==> src/eeim_map.svh <==
`ifndef EEIM_MAP_SVH
`define EEIM_MAP_SVH
// ****************************************
// register byte offsets
// ****************************************
`define EEIM_OFS_FIFO_TRIG 12'h354
`define EEIM_OFS_TX_LO 12'h358
`define EEIM_OFS_TX_MID 12'h35C
`define EEIM_OFS_TX_HI 12'h360
`define EEIM_OFS_TX_CTL 12'h364
`define EEIM_OFS_RX_LO 12'h368
`define EEIM_OFS_RX_MID 12'h36C
`define EEIM_OFS_RX_HI 12'h370
`define EEIM_OFS_RX_CTL 12'h374
`define EEIM_OFS_PCS_TRIG 12'h37C
`define EEIM_OFS_LANE0 12'h380
`define EEIM_OFS_LANE1 12'h384
`define EEIM_OFS_LANE2 12'h388
`define EEIM_OFS_LANE3 12'h38C
// ****************************************
// field widths and reset value
// ****************************************
`define EEIM_HI_W 8
`define EEIM_CTL_W 13
`define EEIM_LANE_W 28
`define EEIM_FIFO_TRIG_W 4
`define EEIM_PCS_TRIG_W 6
`define EEIM_RESET_VAL 32'h00000000
`endif

==> src/eeim_pkg.sv <==
// ****************************************
// shared types
// ****************************************
package eeim_pkg;
    // bus slave phase
    typedef enum logic [1:0] {EEIM_IDLE, EEIM_ANSWER} eeim_bus_state_type;
endpackage

==> src/eeim_inject.sv <==
`timescale 1ns/100ps
`default_nettype none
// ****************************************
// one-shot xor corruption of a write word
// ****************************************
module eeim_inject #(
    parameter int WIDTH = 72
) (
    input wire logic clk,
    input wire logic reset_n,
    input wire logic arm, // trigger bit currently set
    input wire logic wr_en, // memory write strobe
    input wire logic [WIDTH-1:0] wr_data, // clean write word
    input wire logic [WIDTH-1:0] mask, // corruption mask
    output logic [WIDTH-1:0] wr_data_out, // possibly corrupted word
    output logic wr_en_out, // delayed write strobe
    output logic done // high when this edge corrupts a word
);
    logic [WIDTH-1:0] next_wr_data_out;
    logic next_wr_en_out;
    // a zero-width word has nothing to corrupt
    if (WIDTH < 1) begin : g_bad_width
        $error("injector width must be positive");
    end
    // data is registered so the corrupted word leaves a flip-flop
    always_comb begin
        next_wr_en_out = wr_en;
        // not registered: the trigger must clear at this same edge
        done = arm && wr_en;
        // ones flip bits, zeros pass them
        next_wr_data_out = (arm && wr_en) ? (wr_data ^ mask) : wr_data;
    end
    // registers only
    always_ff @(posedge clk or negedge reset_n) begin
        if (!reset_n) begin
            wr_data_out <= '0;
            wr_en_out <= 1'b0;
        end else begin
            wr_data_out <= next_wr_data_out;
            wr_en_out <= next_wr_en_out;
        end
    end
endmodule
`default_nettype wire

==> src/eeim_top.sv <==
`timescale 1ns/100ps
`default_nettype none
`include "eeim_map.svh"
// ****************************************
// ecc error injection mask block
// ****************************************
module eeim_top #(
    parameter bit ECC_ENABLE = 1'b1, // protected memories built
    parameter bit MAC_PRESENT = 1'b1, // mac instantiated
    parameter int DATA_W = 72, // fifo data plus check width
    parameter int RATE_DATA_W = 72, // rate fifo data width
    parameter int RATE_CTL_W = 24 // rate fifo control width
) (
    input wire logic CLK_SYS,
    input wire logic RESET_N,
    // register slave
    input wire logic [11:0] AVS_ADDRESS,
    input wire logic AVS_READ,
    input wire logic AVS_WRITE,
    input wire logic [31:0] AVS_WRITEDATA,
    input wire logic [3:0] AVS_BYTEENABLE,
    output logic [31:0] AVS_READDATA,
    output logic AVS_WAITREQUEST,
    // tx fifo write port
    input wire logic TX_DATA_WR,
    input wire logic [DATA_W-1:0] TX_DATA_IN,
    output logic TX_DATA_WR_OUT,
    output logic [DATA_W-1:0] TX_DATA_OUT,
    input wire logic TX_CTL_WR,
    input wire logic [`EEIM_CTL_W-1:0] TX_CTL_IN,
    output logic TX_CTL_WR_OUT,
    output logic [`EEIM_CTL_W-1:0] TX_CTL_OUT,
    // rx fifo write port
    input wire logic RX_DATA_WR,
    input wire logic [DATA_W-1:0] RX_DATA_IN,
    output logic RX_DATA_WR_OUT,
    output logic [DATA_W-1:0] RX_DATA_OUT,
    input wire logic RX_CTL_WR,
    input wire logic [`EEIM_CTL_W-1:0] RX_CTL_IN,
    output logic RX_CTL_WR_OUT,
    output logic [`EEIM_CTL_W-1:0] RX_CTL_OUT,
    // deskew lanes, lane n in slice n
    input wire logic [3:0] LANE_WR,
    input wire logic [4*`EEIM_LANE_W-1:0] LANE_IN,
    output logic [3:0] LANE_WR_OUT,
    output logic [4*`EEIM_LANE_W-1:0] LANE_OUT,
    // rate-matching memory: strobes and done from that logic
    output logic RATE_DATA_INJECT,
    output logic RATE_CTL_INJECT,
    input wire logic RATE_DATA_DONE,
    input wire logic RATE_CTL_DONE
);
    // ****************************************
    // elaboration checks
    // ****************************************
    // the three mask words tile exactly 72 bits
    if (DATA_W != 72) begin : g_bad_data_w
        $error("fifo width must be 72");
    end
    // rate widths only size the far memories, zero makes no sense
    if (RATE_DATA_W < 1 || RATE_CTL_W < 1) begin : g_bad_rate_w
        $error("rate widths must be positive");
    end
    // registers built only with ecc and mac
    localparam bit PRESENT = ECC_ENABLE && MAC_PRESENT;

    // ****************************************
    // mask and trigger state
    // ****************************************
    logic [31:0] tx_fifo_data_mask_lo; // bits 31:0
    logic [31:0] tx_fifo_data_mask_mid; // bits 63:32
    logic [`EEIM_HI_W-1:0] tx_fifo_data_mask_hi; // bits 71:64
    logic [`EEIM_CTL_W-1:0] tx_fifo_control_mask;
    logic [31:0] rx_fifo_data_mask_lo;
    logic [31:0] rx_fifo_data_mask_mid;
    logic [`EEIM_HI_W-1:0] rx_fifo_data_mask_hi;
    logic [`EEIM_CTL_W-1:0] rx_fifo_control_mask;
    logic [4*`EEIM_LANE_W-1:0] lane_mask; // lanes 0..3 packed
    logic [`EEIM_FIFO_TRIG_W-1:0] fifo_injection_trigger;
    logic [`EEIM_PCS_TRIG_W-1:0] pcs_injection_trigger;
    logic [31:0] next_tx_lo, next_tx_mid, next_rx_lo, next_rx_mid;
    logic [`EEIM_HI_W-1:0] next_tx_hi, next_rx_hi;
    logic [`EEIM_CTL_W-1:0] next_tx_ctl, next_rx_ctl;
    logic [4*`EEIM_LANE_W-1:0] next_lane_mask;
    logic [`EEIM_FIFO_TRIG_W-1:0] next_fifo_trig;
    logic [`EEIM_PCS_TRIG_W-1:0] next_pcs_trig;
    // bus state
    eeim_pkg::eeim_bus_state_type bus_state, next_bus_state;
    logic [31:0] next_readdata;
    logic [31:0] write_word; // merged write value
    logic [31:0] read_word; // decoded read value
    logic wr_hit; // write accepted this cycle
    // injection taken at this edge, from the injectors; combinational,
    // so a trigger clears at the edge of its own write and a strobe in
    // the next cycle already passes clean
    logic [3:0] fifo_done;
    logic [3:0] lane_done;

    // byte-lane merge of a write with the old value
    // trigger words skip it: written ones set whatever the enables
    function automatic logic [31:0] merge(input logic [31:0] old, input logic [31:0] wd,
                                          input logic [3:0] be);
        logic [31:0] res;
        res = old;
        for (int i = 0; i < 4; i++) begin
            if (be[i]) begin
                res[8*i +: 8] = wd[8*i +: 8];
            end
        end
        return res;
    endfunction

    // address match used by read and write decode
    function automatic logic hit(input logic [11:0] a, input logic [11:0] ofs);
        return PRESENT && (a == ofs);
    endfunction

    // ****************************************
    // bus slave
    // ****************************************
    // one wait cycle per access, answer at second edge
    // fixed latency trades a cycle per access for a trivial decode
    always_comb begin
        next_bus_state = bus_state;
        wr_hit = 1'b0;
        AVS_WAITREQUEST = 1'b1;
        case (bus_state)
            eeim_pkg::EEIM_IDLE: begin
                if (AVS_READ || AVS_WRITE) begin
                    next_bus_state = eeim_pkg::EEIM_ANSWER;
                end
            end
            eeim_pkg::EEIM_ANSWER: begin
                // waitrequest falls; request is taken at this edge
                AVS_WAITREQUEST = 1'b0;
                wr_hit = AVS_WRITE;
                next_bus_state = eeim_pkg::EEIM_IDLE;
            end
            default: begin
                next_bus_state = eeim_pkg::EEIM_IDLE;
            end
        endcase
    end

    // read decode; unmapped and reserved bits read zero
    // hit() folds in the build option: a pcs-only build reads zero
    always_comb begin
        read_word = 32'h00000000;
        if (hit(AVS_ADDRESS, `EEIM_OFS_FIFO_TRIG)) begin
            read_word[`EEIM_FIFO_TRIG_W-1:0] = fifo_injection_trigger;
        end else if (hit(AVS_ADDRESS, `EEIM_OFS_TX_LO)) begin
            read_word = tx_fifo_data_mask_lo;
        end else if (hit(AVS_ADDRESS, `EEIM_OFS_TX_MID)) begin
            read_word = tx_fifo_data_mask_mid;
        end else if (hit(AVS_ADDRESS, `EEIM_OFS_TX_HI)) begin
            read_word[`EEIM_HI_W-1:0] = tx_fifo_data_mask_hi;
        end else if (hit(AVS_ADDRESS, `EEIM_OFS_TX_CTL)) begin
            read_word[`EEIM_CTL_W-1:0] = tx_fifo_control_mask;
        end else if (hit(AVS_ADDRESS, `EEIM_OFS_RX_LO)) begin
            read_word = rx_fifo_data_mask_lo;
        end else if (hit(AVS_ADDRESS, `EEIM_OFS_RX_MID)) begin
            read_word = rx_fifo_data_mask_mid;
        end else if (hit(AVS_ADDRESS, `EEIM_OFS_RX_HI)) begin
            read_word[`EEIM_HI_W-1:0] = rx_fifo_data_mask_hi;
        end else if (hit(AVS_ADDRESS, `EEIM_OFS_RX_CTL)) begin
            read_word[`EEIM_CTL_W-1:0] = rx_fifo_control_mask;
        end else if (hit(AVS_ADDRESS, `EEIM_OFS_PCS_TRIG)) begin
            read_word[`EEIM_PCS_TRIG_W-1:0] = pcs_injection_trigger;
        end else begin
            for (int l = 0; l < 4; l++) begin
                if (hit(AVS_ADDRESS, `EEIM_OFS_LANE0 + 12'(4 * l))) begin
                    read_word[`EEIM_LANE_W-1:0] = lane_mask[l*`EEIM_LANE_W +: `EEIM_LANE_W];
                end
            end
        end
        // data out of a flip-flop, loaded in the wait cycle
        next_readdata = (bus_state == eeim_pkg::EEIM_IDLE && AVS_READ) ? read_word
                                                                        : AVS_READDATA;
    end

    assign write_word = merge(read_word, AVS_WRITEDATA, AVS_BYTEENABLE);

    // ****************************************
    // mask and trigger next values
    // ****************************************
    always_comb begin
        next_tx_lo = tx_fifo_data_mask_lo;
        next_tx_mid = tx_fifo_data_mask_mid;
        next_tx_hi = tx_fifo_data_mask_hi;
        next_tx_ctl = tx_fifo_control_mask;
        next_rx_lo = rx_fifo_data_mask_lo;
        next_rx_mid = rx_fifo_data_mask_mid;
        next_rx_hi = rx_fifo_data_mask_hi;
        next_rx_ctl = rx_fifo_control_mask;
        next_lane_mask = lane_mask;
        // hardware clears a trigger once its error went
        // rate bits clear on the far logic's own done pulse
        next_fifo_trig = fifo_injection_trigger & ~fifo_done;
        next_pcs_trig = pcs_injection_trigger
                        & ~{RATE_CTL_DONE, RATE_DATA_DONE, lane_done};
        if (wr_hit) begin
            // reserved bits are dropped by the narrow slices
            if (hit(AVS_ADDRESS, `EEIM_OFS_TX_LO)) next_tx_lo = write_word;
            if (hit(AVS_ADDRESS, `EEIM_OFS_TX_MID)) next_tx_mid = write_word;
            if (hit(AVS_ADDRESS, `EEIM_OFS_TX_HI)) begin
                next_tx_hi = write_word[`EEIM_HI_W-1:0];
            end
            if (hit(AVS_ADDRESS, `EEIM_OFS_TX_CTL)) begin
                next_tx_ctl = write_word[`EEIM_CTL_W-1:0];
            end
            if (hit(AVS_ADDRESS, `EEIM_OFS_RX_LO)) next_rx_lo = write_word;
            if (hit(AVS_ADDRESS, `EEIM_OFS_RX_MID)) next_rx_mid = write_word;
            if (hit(AVS_ADDRESS, `EEIM_OFS_RX_HI)) begin
                next_rx_hi = write_word[`EEIM_HI_W-1:0];
            end
            if (hit(AVS_ADDRESS, `EEIM_OFS_RX_CTL)) begin
                next_rx_ctl = write_word[`EEIM_CTL_W-1:0];
            end
            for (int l = 0; l < 4; l++) begin
                if (hit(AVS_ADDRESS, `EEIM_OFS_LANE0 + 12'(4 * l))) begin
                    // lanes 0,1 then 2,3 follow
                    next_lane_mask[l*`EEIM_LANE_W +: `EEIM_LANE_W] =
                        write_word[`EEIM_LANE_W-1:0];
                end
            end
            // ones arm, zeros never cancel; a same-cycle done still clears
            // only the bits it fired, a fresh one written now stays set
            if (hit(AVS_ADDRESS, `EEIM_OFS_FIFO_TRIG)) begin
                next_fifo_trig = next_fifo_trig
                                 | AVS_WRITEDATA[`EEIM_FIFO_TRIG_W-1:0];
            end
            if (hit(AVS_ADDRESS, `EEIM_OFS_PCS_TRIG)) begin
                next_pcs_trig = next_pcs_trig | AVS_WRITEDATA[`EEIM_PCS_TRIG_W-1:0];
            end
        end
    end

    // registers only; everything resets to zero
    always_ff @(posedge CLK_SYS or negedge RESET_N) begin
        if (!RESET_N) begin
            bus_state <= eeim_pkg::EEIM_IDLE;
            AVS_READDATA <= `EEIM_RESET_VAL;
            tx_fifo_data_mask_lo <= `EEIM_RESET_VAL;
            tx_fifo_data_mask_mid <= `EEIM_RESET_VAL;
            tx_fifo_data_mask_hi <= '0;
            tx_fifo_control_mask <= '0;
            rx_fifo_data_mask_lo <= `EEIM_RESET_VAL;
            rx_fifo_data_mask_mid <= `EEIM_RESET_VAL;
            rx_fifo_data_mask_hi <= '0;
            rx_fifo_control_mask <= '0;
            lane_mask <= '0;
            fifo_injection_trigger <= '0;
            pcs_injection_trigger <= '0;
        end else begin
            bus_state <= next_bus_state;
            AVS_READDATA <= next_readdata;
            tx_fifo_data_mask_lo <= next_tx_lo;
            tx_fifo_data_mask_mid <= next_tx_mid;
            tx_fifo_data_mask_hi <= next_tx_hi;
            tx_fifo_control_mask <= next_tx_ctl;
            rx_fifo_data_mask_lo <= next_rx_lo;
            rx_fifo_data_mask_mid <= next_rx_mid;
            rx_fifo_data_mask_hi <= next_rx_hi;
            rx_fifo_control_mask <= next_rx_ctl;
            lane_mask <= next_lane_mask;
            fifo_injection_trigger <= next_fifo_trig;
            pcs_injection_trigger <= next_pcs_trig;
        end
    end

    // ****************************************
    // injectors on the fifo and deskew lane write paths; the rate memory gets strobes only
    // ****************************************
    // each injector delays its strobe and word by exactly one cycle
    // tx data word: three mask words side by side
    eeim_inject #(.WIDTH(DATA_W)) u_tx_data (
        .clk(CLK_SYS),
        .reset_n(RESET_N),
        .arm(fifo_injection_trigger[0]),
        .wr_en(TX_DATA_WR),
        .wr_data(TX_DATA_IN),
        .mask({tx_fifo_data_mask_hi, tx_fifo_data_mask_mid, tx_fifo_data_mask_lo}),
        .wr_data_out(TX_DATA_OUT),
        .wr_en_out(TX_DATA_WR_OUT),
        .done(fifo_done[0])
    );
    eeim_inject #(.WIDTH(`EEIM_CTL_W)) u_tx_ctl (
        .clk(CLK_SYS),
        .reset_n(RESET_N),
        .arm(fifo_injection_trigger[1]),
        .wr_en(TX_CTL_WR),
        .wr_data(TX_CTL_IN),
        .mask(tx_fifo_control_mask),
        .wr_data_out(TX_CTL_OUT),
        .wr_en_out(TX_CTL_WR_OUT),
        .done(fifo_done[1])
    );
    // rx paths mirror tx
    eeim_inject #(.WIDTH(DATA_W)) u_rx_data (
        .clk(CLK_SYS),
        .reset_n(RESET_N),
        .arm(fifo_injection_trigger[2]),
        .wr_en(RX_DATA_WR),
        .wr_data(RX_DATA_IN),
        .mask({rx_fifo_data_mask_hi, rx_fifo_data_mask_mid, rx_fifo_data_mask_lo}),
        .wr_data_out(RX_DATA_OUT),
        .wr_en_out(RX_DATA_WR_OUT),
        .done(fifo_done[2])
    );
    eeim_inject #(.WIDTH(`EEIM_CTL_W)) u_rx_ctl (
        .clk(CLK_SYS),
        .reset_n(RESET_N),
        .arm(fifo_injection_trigger[3]),
        .wr_en(RX_CTL_WR),
        .wr_data(RX_CTL_IN),
        .mask(rx_fifo_control_mask),
        .wr_data_out(RX_CTL_OUT),
        .wr_en_out(RX_CTL_WR_OUT),
        .done(fifo_done[3])
    );
    // one injector per deskew lane, armed by its channel bit
    for (genvar g = 0; g < 4; g++) begin : g_lane
        eeim_inject #(.WIDTH(`EEIM_LANE_W)) u_lane (
            .clk(CLK_SYS),
            .reset_n(RESET_N),
            .arm(pcs_injection_trigger[g]),
            .wr_en(LANE_WR[g]),
            .wr_data(LANE_IN[g*`EEIM_LANE_W +: `EEIM_LANE_W]),
            .mask(lane_mask[g*`EEIM_LANE_W +: `EEIM_LANE_W]),
            .wr_data_out(LANE_OUT[g*`EEIM_LANE_W +: `EEIM_LANE_W]),
            .wr_en_out(LANE_WR_OUT[g]),
            .done(lane_done[g])
        );
    end

    // rate memory masks live elsewhere; only the strobes go out
    // limitation: a strobe stays up until that logic reports done
    assign RATE_DATA_INJECT = pcs_injection_trigger[4];
    assign RATE_CTL_INJECT = pcs_injection_trigger[5];
endmodule
`default_nettype wire

==> config.mk <==
export PLATFORM = sky130hd
export DESIGN_NAME = eeim_top
export DESIGN_NICKNAME = d
export VERILOG_FILES = /design/src/eeim_pkg.sv /design/src/eeim_inject.sv /design/src/eeim_top.sv
export VERILOG_INCLUDE_DIRS = /design/src
export SDC_FILE = /design/constraint.sdc
export NUM_CORES = 1
export LEC_CHECK = 0
export ABC_AREA = 1
export CAP_MARGIN = 20
export CORE_AREA = 5 5 261 263
export CTS_CLUSTER_DIAMETER = 80
export DETAILED_ROUTE_END_ITERATION = 8
export DIE_AREA = 0 0 266 268
export DONT_BUFFER_PORTS = 1
export SYNTH_ARGS = -nofsm -noshare
export SYNTH_HDL_FRONTEND = slang
export SYNTH_SLANG_ARGS = --single-unit
==> constraint.sdc <==
create_clock -name CLK_SYS -period 3.55 [get_ports CLK_SYS]
set_input_delay 0.355 -clock CLK_SYS [delete_from_list [all_inputs] [get_ports CLK_SYS]]
set_output_delay 0.355 -clock CLK_SYS [all_outputs]
set_load 0.005 [all_outputs]
==> summary.md <==
| Metric | Value |
|---|---|
| Static Leakage | 15.4 nW |
| Maximum number of pins on one net before global-route repair | about 620 |
| Clock input transition at the sequential cells of the worst setup and hold paths | roughly 60 ps |
| Area Overhead vs Synth | 23.3% |
| Instance count after placement with tap cells included | ~3800 |
| Vias | 22656 |
| Vias per cell | roughly 5.3 |
| Fmax | 0.384 GHz |
| Clock network latency to the later pin of the worst-skew pair | approximately 600 ps |
| Drt total wl | around 110000 um |
| Number of top-level pins | 669 |
| Post-Place Worst Slack | about 410 ps |
| Die H | ~270 um |
| Antenna-violating nets left | 0 |
| Outcome | finished with violations |
| Gate count after technology mapping | 3034 |
| Critical path fanouts, max | 25 |
| Critical path endpoint category | register |
| Width of the chip | 266 um |
| Final Net Count | around 3700 |
| Min Clock Period, post-route | about 2600 ps |
| CTS tree | yes |
| Nature of the critical path startpoint | input pin |
| Yosys warns | 0 |
| Critical path buffer and inverter count | 1 |
| Pwr dens | roughly 470 nW/um^2 |
| Number of unique standard cell types used by synthesis | 36 |
| Port bufs | 0 |
| Sequential fraction of the synthesis area | between 50 and 60% |
| Critical Path AT | a little over 3000 ps |
| Number of synthesized flops with an enable pin | 0 |
| Number of antenna violations at the first check in global routing | 14 |
| Count of buffers added by post-CTS timing repair for setup | 0 |
| Worst Hold Margin | -536 ps |
| Clock net sink count | just over 600 |
| Fill cell total of the finished layout | 5928 |
| Net switching fraction of the power | between 20% and 30% |
| Critical Path RT | between 4000 and 5000 ps |
| Overall Global Routing Usage | between 20 and 30% |
| Post-Route Skew | approximately 14 ps |
| Post-detailed-route wirelength per cell | ~25 um |
| Worst relative slew slack | -30.8% |
| Max clock buf depth | 3 |
| Floorplan row count | between 90 and 100 |
| Clock buffer count from CTS | 70 |
| Part of the total power dissipated in combinational logic | under 10% |
| Period Utilization, post-route | approximately three quarters |
| CP cell instances | nand2_1 -> nor3_4 -> nand2_1 -> nor2_2 -> nand2_2 -> inv_2 -> nor2_1 -> nand2_1 -> nand2_1 -> nand2_1 -> nand2_1 -> nand2_1 -> nand2_1 -> nand2_1 -> nand2_1 -> nand3_1 -> nand2_1 -> nand2_1 -> nand2_1 |
| Final count of negative-setup-slack endpoints | 0 |
| Max stage delay cell, worst path | sky130_fd_sc_hd__inv_2 |
| Share of async-settable or async-resettable flops after synthesis | 100% |
| Number of hold violations in the final report | 615 |
| Switching power summed over all nets | 3.65 mW |
| Setup repair after global routing missed its margin | false |
| Share of total power in the clock network | roughly 48% |
| Overall die area | slightly above 70000 sq um |
| Cell area after synthesis | around 27000 sq um |
| Count of final max-slew check failures | 227 |
| IR drop worst, VDD | 329 uV |
| Worst reg2reg setup slack | between 1000 and 1500 ps |
| Total of hold buffers inserted after clock tree synthesis | 301 |
| CP dominant cell by count | sky130_fd_sc_hd__nand2_1 |
| H-tree depth | 3 |
| Transition time at the pin with the least slew margin | between 1500 and 2000 ps |
| Global route total overflow | 0 |
| Biggest cell delay along the critical path | approximately 400 ps |
| Clock Tree Root | sky130_fd_sc_hd__clkbuf_16 |
| Sequential power share | approximately 47% |
| First-iteration detailed-routing DRC count | 2566 |
| PostCTS Resize Cnt | 0 |
| Total iterations of the first detailed-routing run | 7 |
| Internal | 12.2 mW |
| Routability Congestion | approximately 0.97 |
| Dominant register cell in the synthesized netlist | sky130_fd_sc_hd__dfrtp_1 |
| Non-filler instance count after layout | approximately 4200 |
| Critical path start-end classification | in -> reg |
| Detailed placer's ending HPWL | between 70000 and 80000 um |
| Largest delay share family, worst path | simple AND/OR/NAND/NOR gates |
| Worst min-delay path class | in -> async |
| Fraction of final layout cells sized beyond drive strength 1 | around 7.7% |
| Post-synthesis net count | roughly 3400 |
| Maximum capacitance violations | 0 |
| Core region area | between 60000 and 70000 sq um |
| Number of design rule violations left after detail routing | 0 |
| Global-route wire length before repair | approximately 150000 um |
| Number of global-route vias before repair | 22573 |
| Number of synthesized register bits | approximately 620 |
| Failing checks | negative hold slack, max-slew violations |
| Final setup slack of the worst path | approximately 940 ps |
| Initial Util | 41.4% |
| Syn_area_per_cell | 8.93 sq um |
| Setup TNS | 0 ps |
-- stage by stage --
stage	hold slack (ps)	instance area (sq um)	util [%]	total power, mW
6_report	-536	33400	51.1	15.8
5_1_grt	-566	33400	51.0	16.3
4_1_cts	-567	33400	51.0	15.9
3_5_place_dp	85.8	27900	42.7	7.97
3_3_place_gp	75.6	27900	42.7	7.96
2_1_floorplan	59.4	27100	-	7.77
-- layer usage --
| metal | global-route usage, % | up-vias | routed length (um) |
|---|---|---|---|
| met5 | 0 | - | 7 |
| met4 | 8.85 | 2 | 3110 |
| met3 | 6.59 | 159 | 9190 |
| met2 | 44.5 | 1204 | 48900 |
| met1 | 40.4 | 11214 | 44700 |
| li1 | - | 10077 | - |
-- power by group through the flow --
stage,registers [mW],clock network [mW],logic (mW)
2_1_floorplan,7.46,0,0.311
3_3_place_gp,7.54,0,0.421
3_5_place_dp,7.55,0,0.427
4_1_cts,7.42,7.74,0.754
5_1_grt,7.43,8.04,0.810
6_report,7.42,7.63,0.773
-- logic make-up (layout without fill, tap and decap cells) --
group	after synthesis	after routing	share of synthesized area, %
other	0	12	0
XOR/XNOR	282	282	9.12
buffers and inverters	371	696	5.39
AND/OR/NAND/NOR	1506	1506	23.2
AO/OA/AOI/OAI	255	255	5.33
multiplexers	5	5	0.189
flip-flops	615	615	56.8
-- synth_stat cells (all sizes together), types with 30 or more instances --
cell	number	area share, %
clkbuf	77	1.1
xor2	128	4.1
xnor2	154	5.0
o21ai	88	1.6
dfrtp	615	57
inv	220	3.0
nor2	235	3.4
a21oi	109	2.0
buf	68	1.2
o211ai	30	1.0
nand3	283	5.3
nand2	931	13
-- layout by cell type (no fill, tap or decap), types with 16 or more instances in the layout --
cell / n
sky130_fd_sc_hd__a21oi_1: 109
sky130_fd_sc_hd__buf_4: 43
sky130_fd_sc_hd__clkbuf_16: 72
sky130_fd_sc_hd__dfrtp_1: 615
sky130_fd_sc_hd__dlygate4sd3_1: 300
sky130_fd_sc_hd__inv_1: 204
sky130_fd_sc_hd__inv_2: 16
sky130_fd_sc_hd__nand2_1: 906
sky130_fd_sc_hd__nand2_2: 25
sky130_fd_sc_hd__nand3_1: 281
sky130_fd_sc_hd__nand4_1: 19
sky130_fd_sc_hd__nor2_1: 219
sky130_fd_sc_hd__o211ai_1: 20
sky130_fd_sc_hd__o21ai_0: 61
sky130_fd_sc_hd__o21ai_1: 27
sky130_fd_sc_hd__o22ai_1: 19
sky130_fd_sc_hd__or2_2: 23
sky130_fd_sc_hd__xnor2_1: 154
sky130_fd_sc_hd__xor2_1: 128
-- registers in the layout, summed over array words and instances (netlist names) --
name                       count
bus_state                      1
u_tx_data.wr_data_out         72
u_rx_ctl.wr_data_out          13
u_rx_ctl.wr_en_out             1
u_tx_ctl.wr_data_out          13
fifo_injection_trigger         4
rx_fifo_data_mask_hi           8
rx_fifo_control_mask          13
pcs_injection_trigger          6
AVS_READDATA                  32
u_tx_ctl.wr_en_out             1
tx_fifo_data_mask_mid         32
tx_fifo_data_mask_hi           8
u_rx_data.wr_en_out            1
g_lane.u_lane.wr_data_out    112
rx_fifo_data_mask_mid         32
g_lane.u_lane.wr_en_out        4
u_tx_data.wr_en_out            1
lane_mask                    112
u_rx_data.wr_data_out         72
tx_fifo_control_mask          13
tx_fifo_data_mask_lo          32
rx_fifo_data_mask_lo          32
-- area by class of cell --
class	instances	area, sq um	share of cell area [%]
Antenna cell	12	30.0	0.0899
Clock buffer	93	2000	5.99
Clock inverter	32	410	1.23
Inverter	226	848	2.54
Multi-Input combinational cell	2048	10300	30.7
Sequential cell	615	15400	46.1
Tap cell	864	1080	3.24
Timing Repair Buffer	345	3370	10.1
-- final timing paths --
kind | from | end | depth (start not counted)
worst max-delay path | AVS_ADDRESS[9] | lane_mask[60] | 19
worst min-delay path | RESET_N | u_rx_data.wr_data_out[28] | 0
worst max register to register | bus_state[0] | lane_mask[22] | 8
worst min register to register | rx_fifo_data_mask_lo[19] | rx_fifo_data_mask_lo[19] | 2
max in group asynchronous | RESET_N | g_lane[0].u_lane.wr_data_out[21] | 0
min in group CLK_SYS | AVS_WRITEDATA[31] | tx_fifo_data_mask_mid[31] | 2
Power figures use the tool's default switching activity.
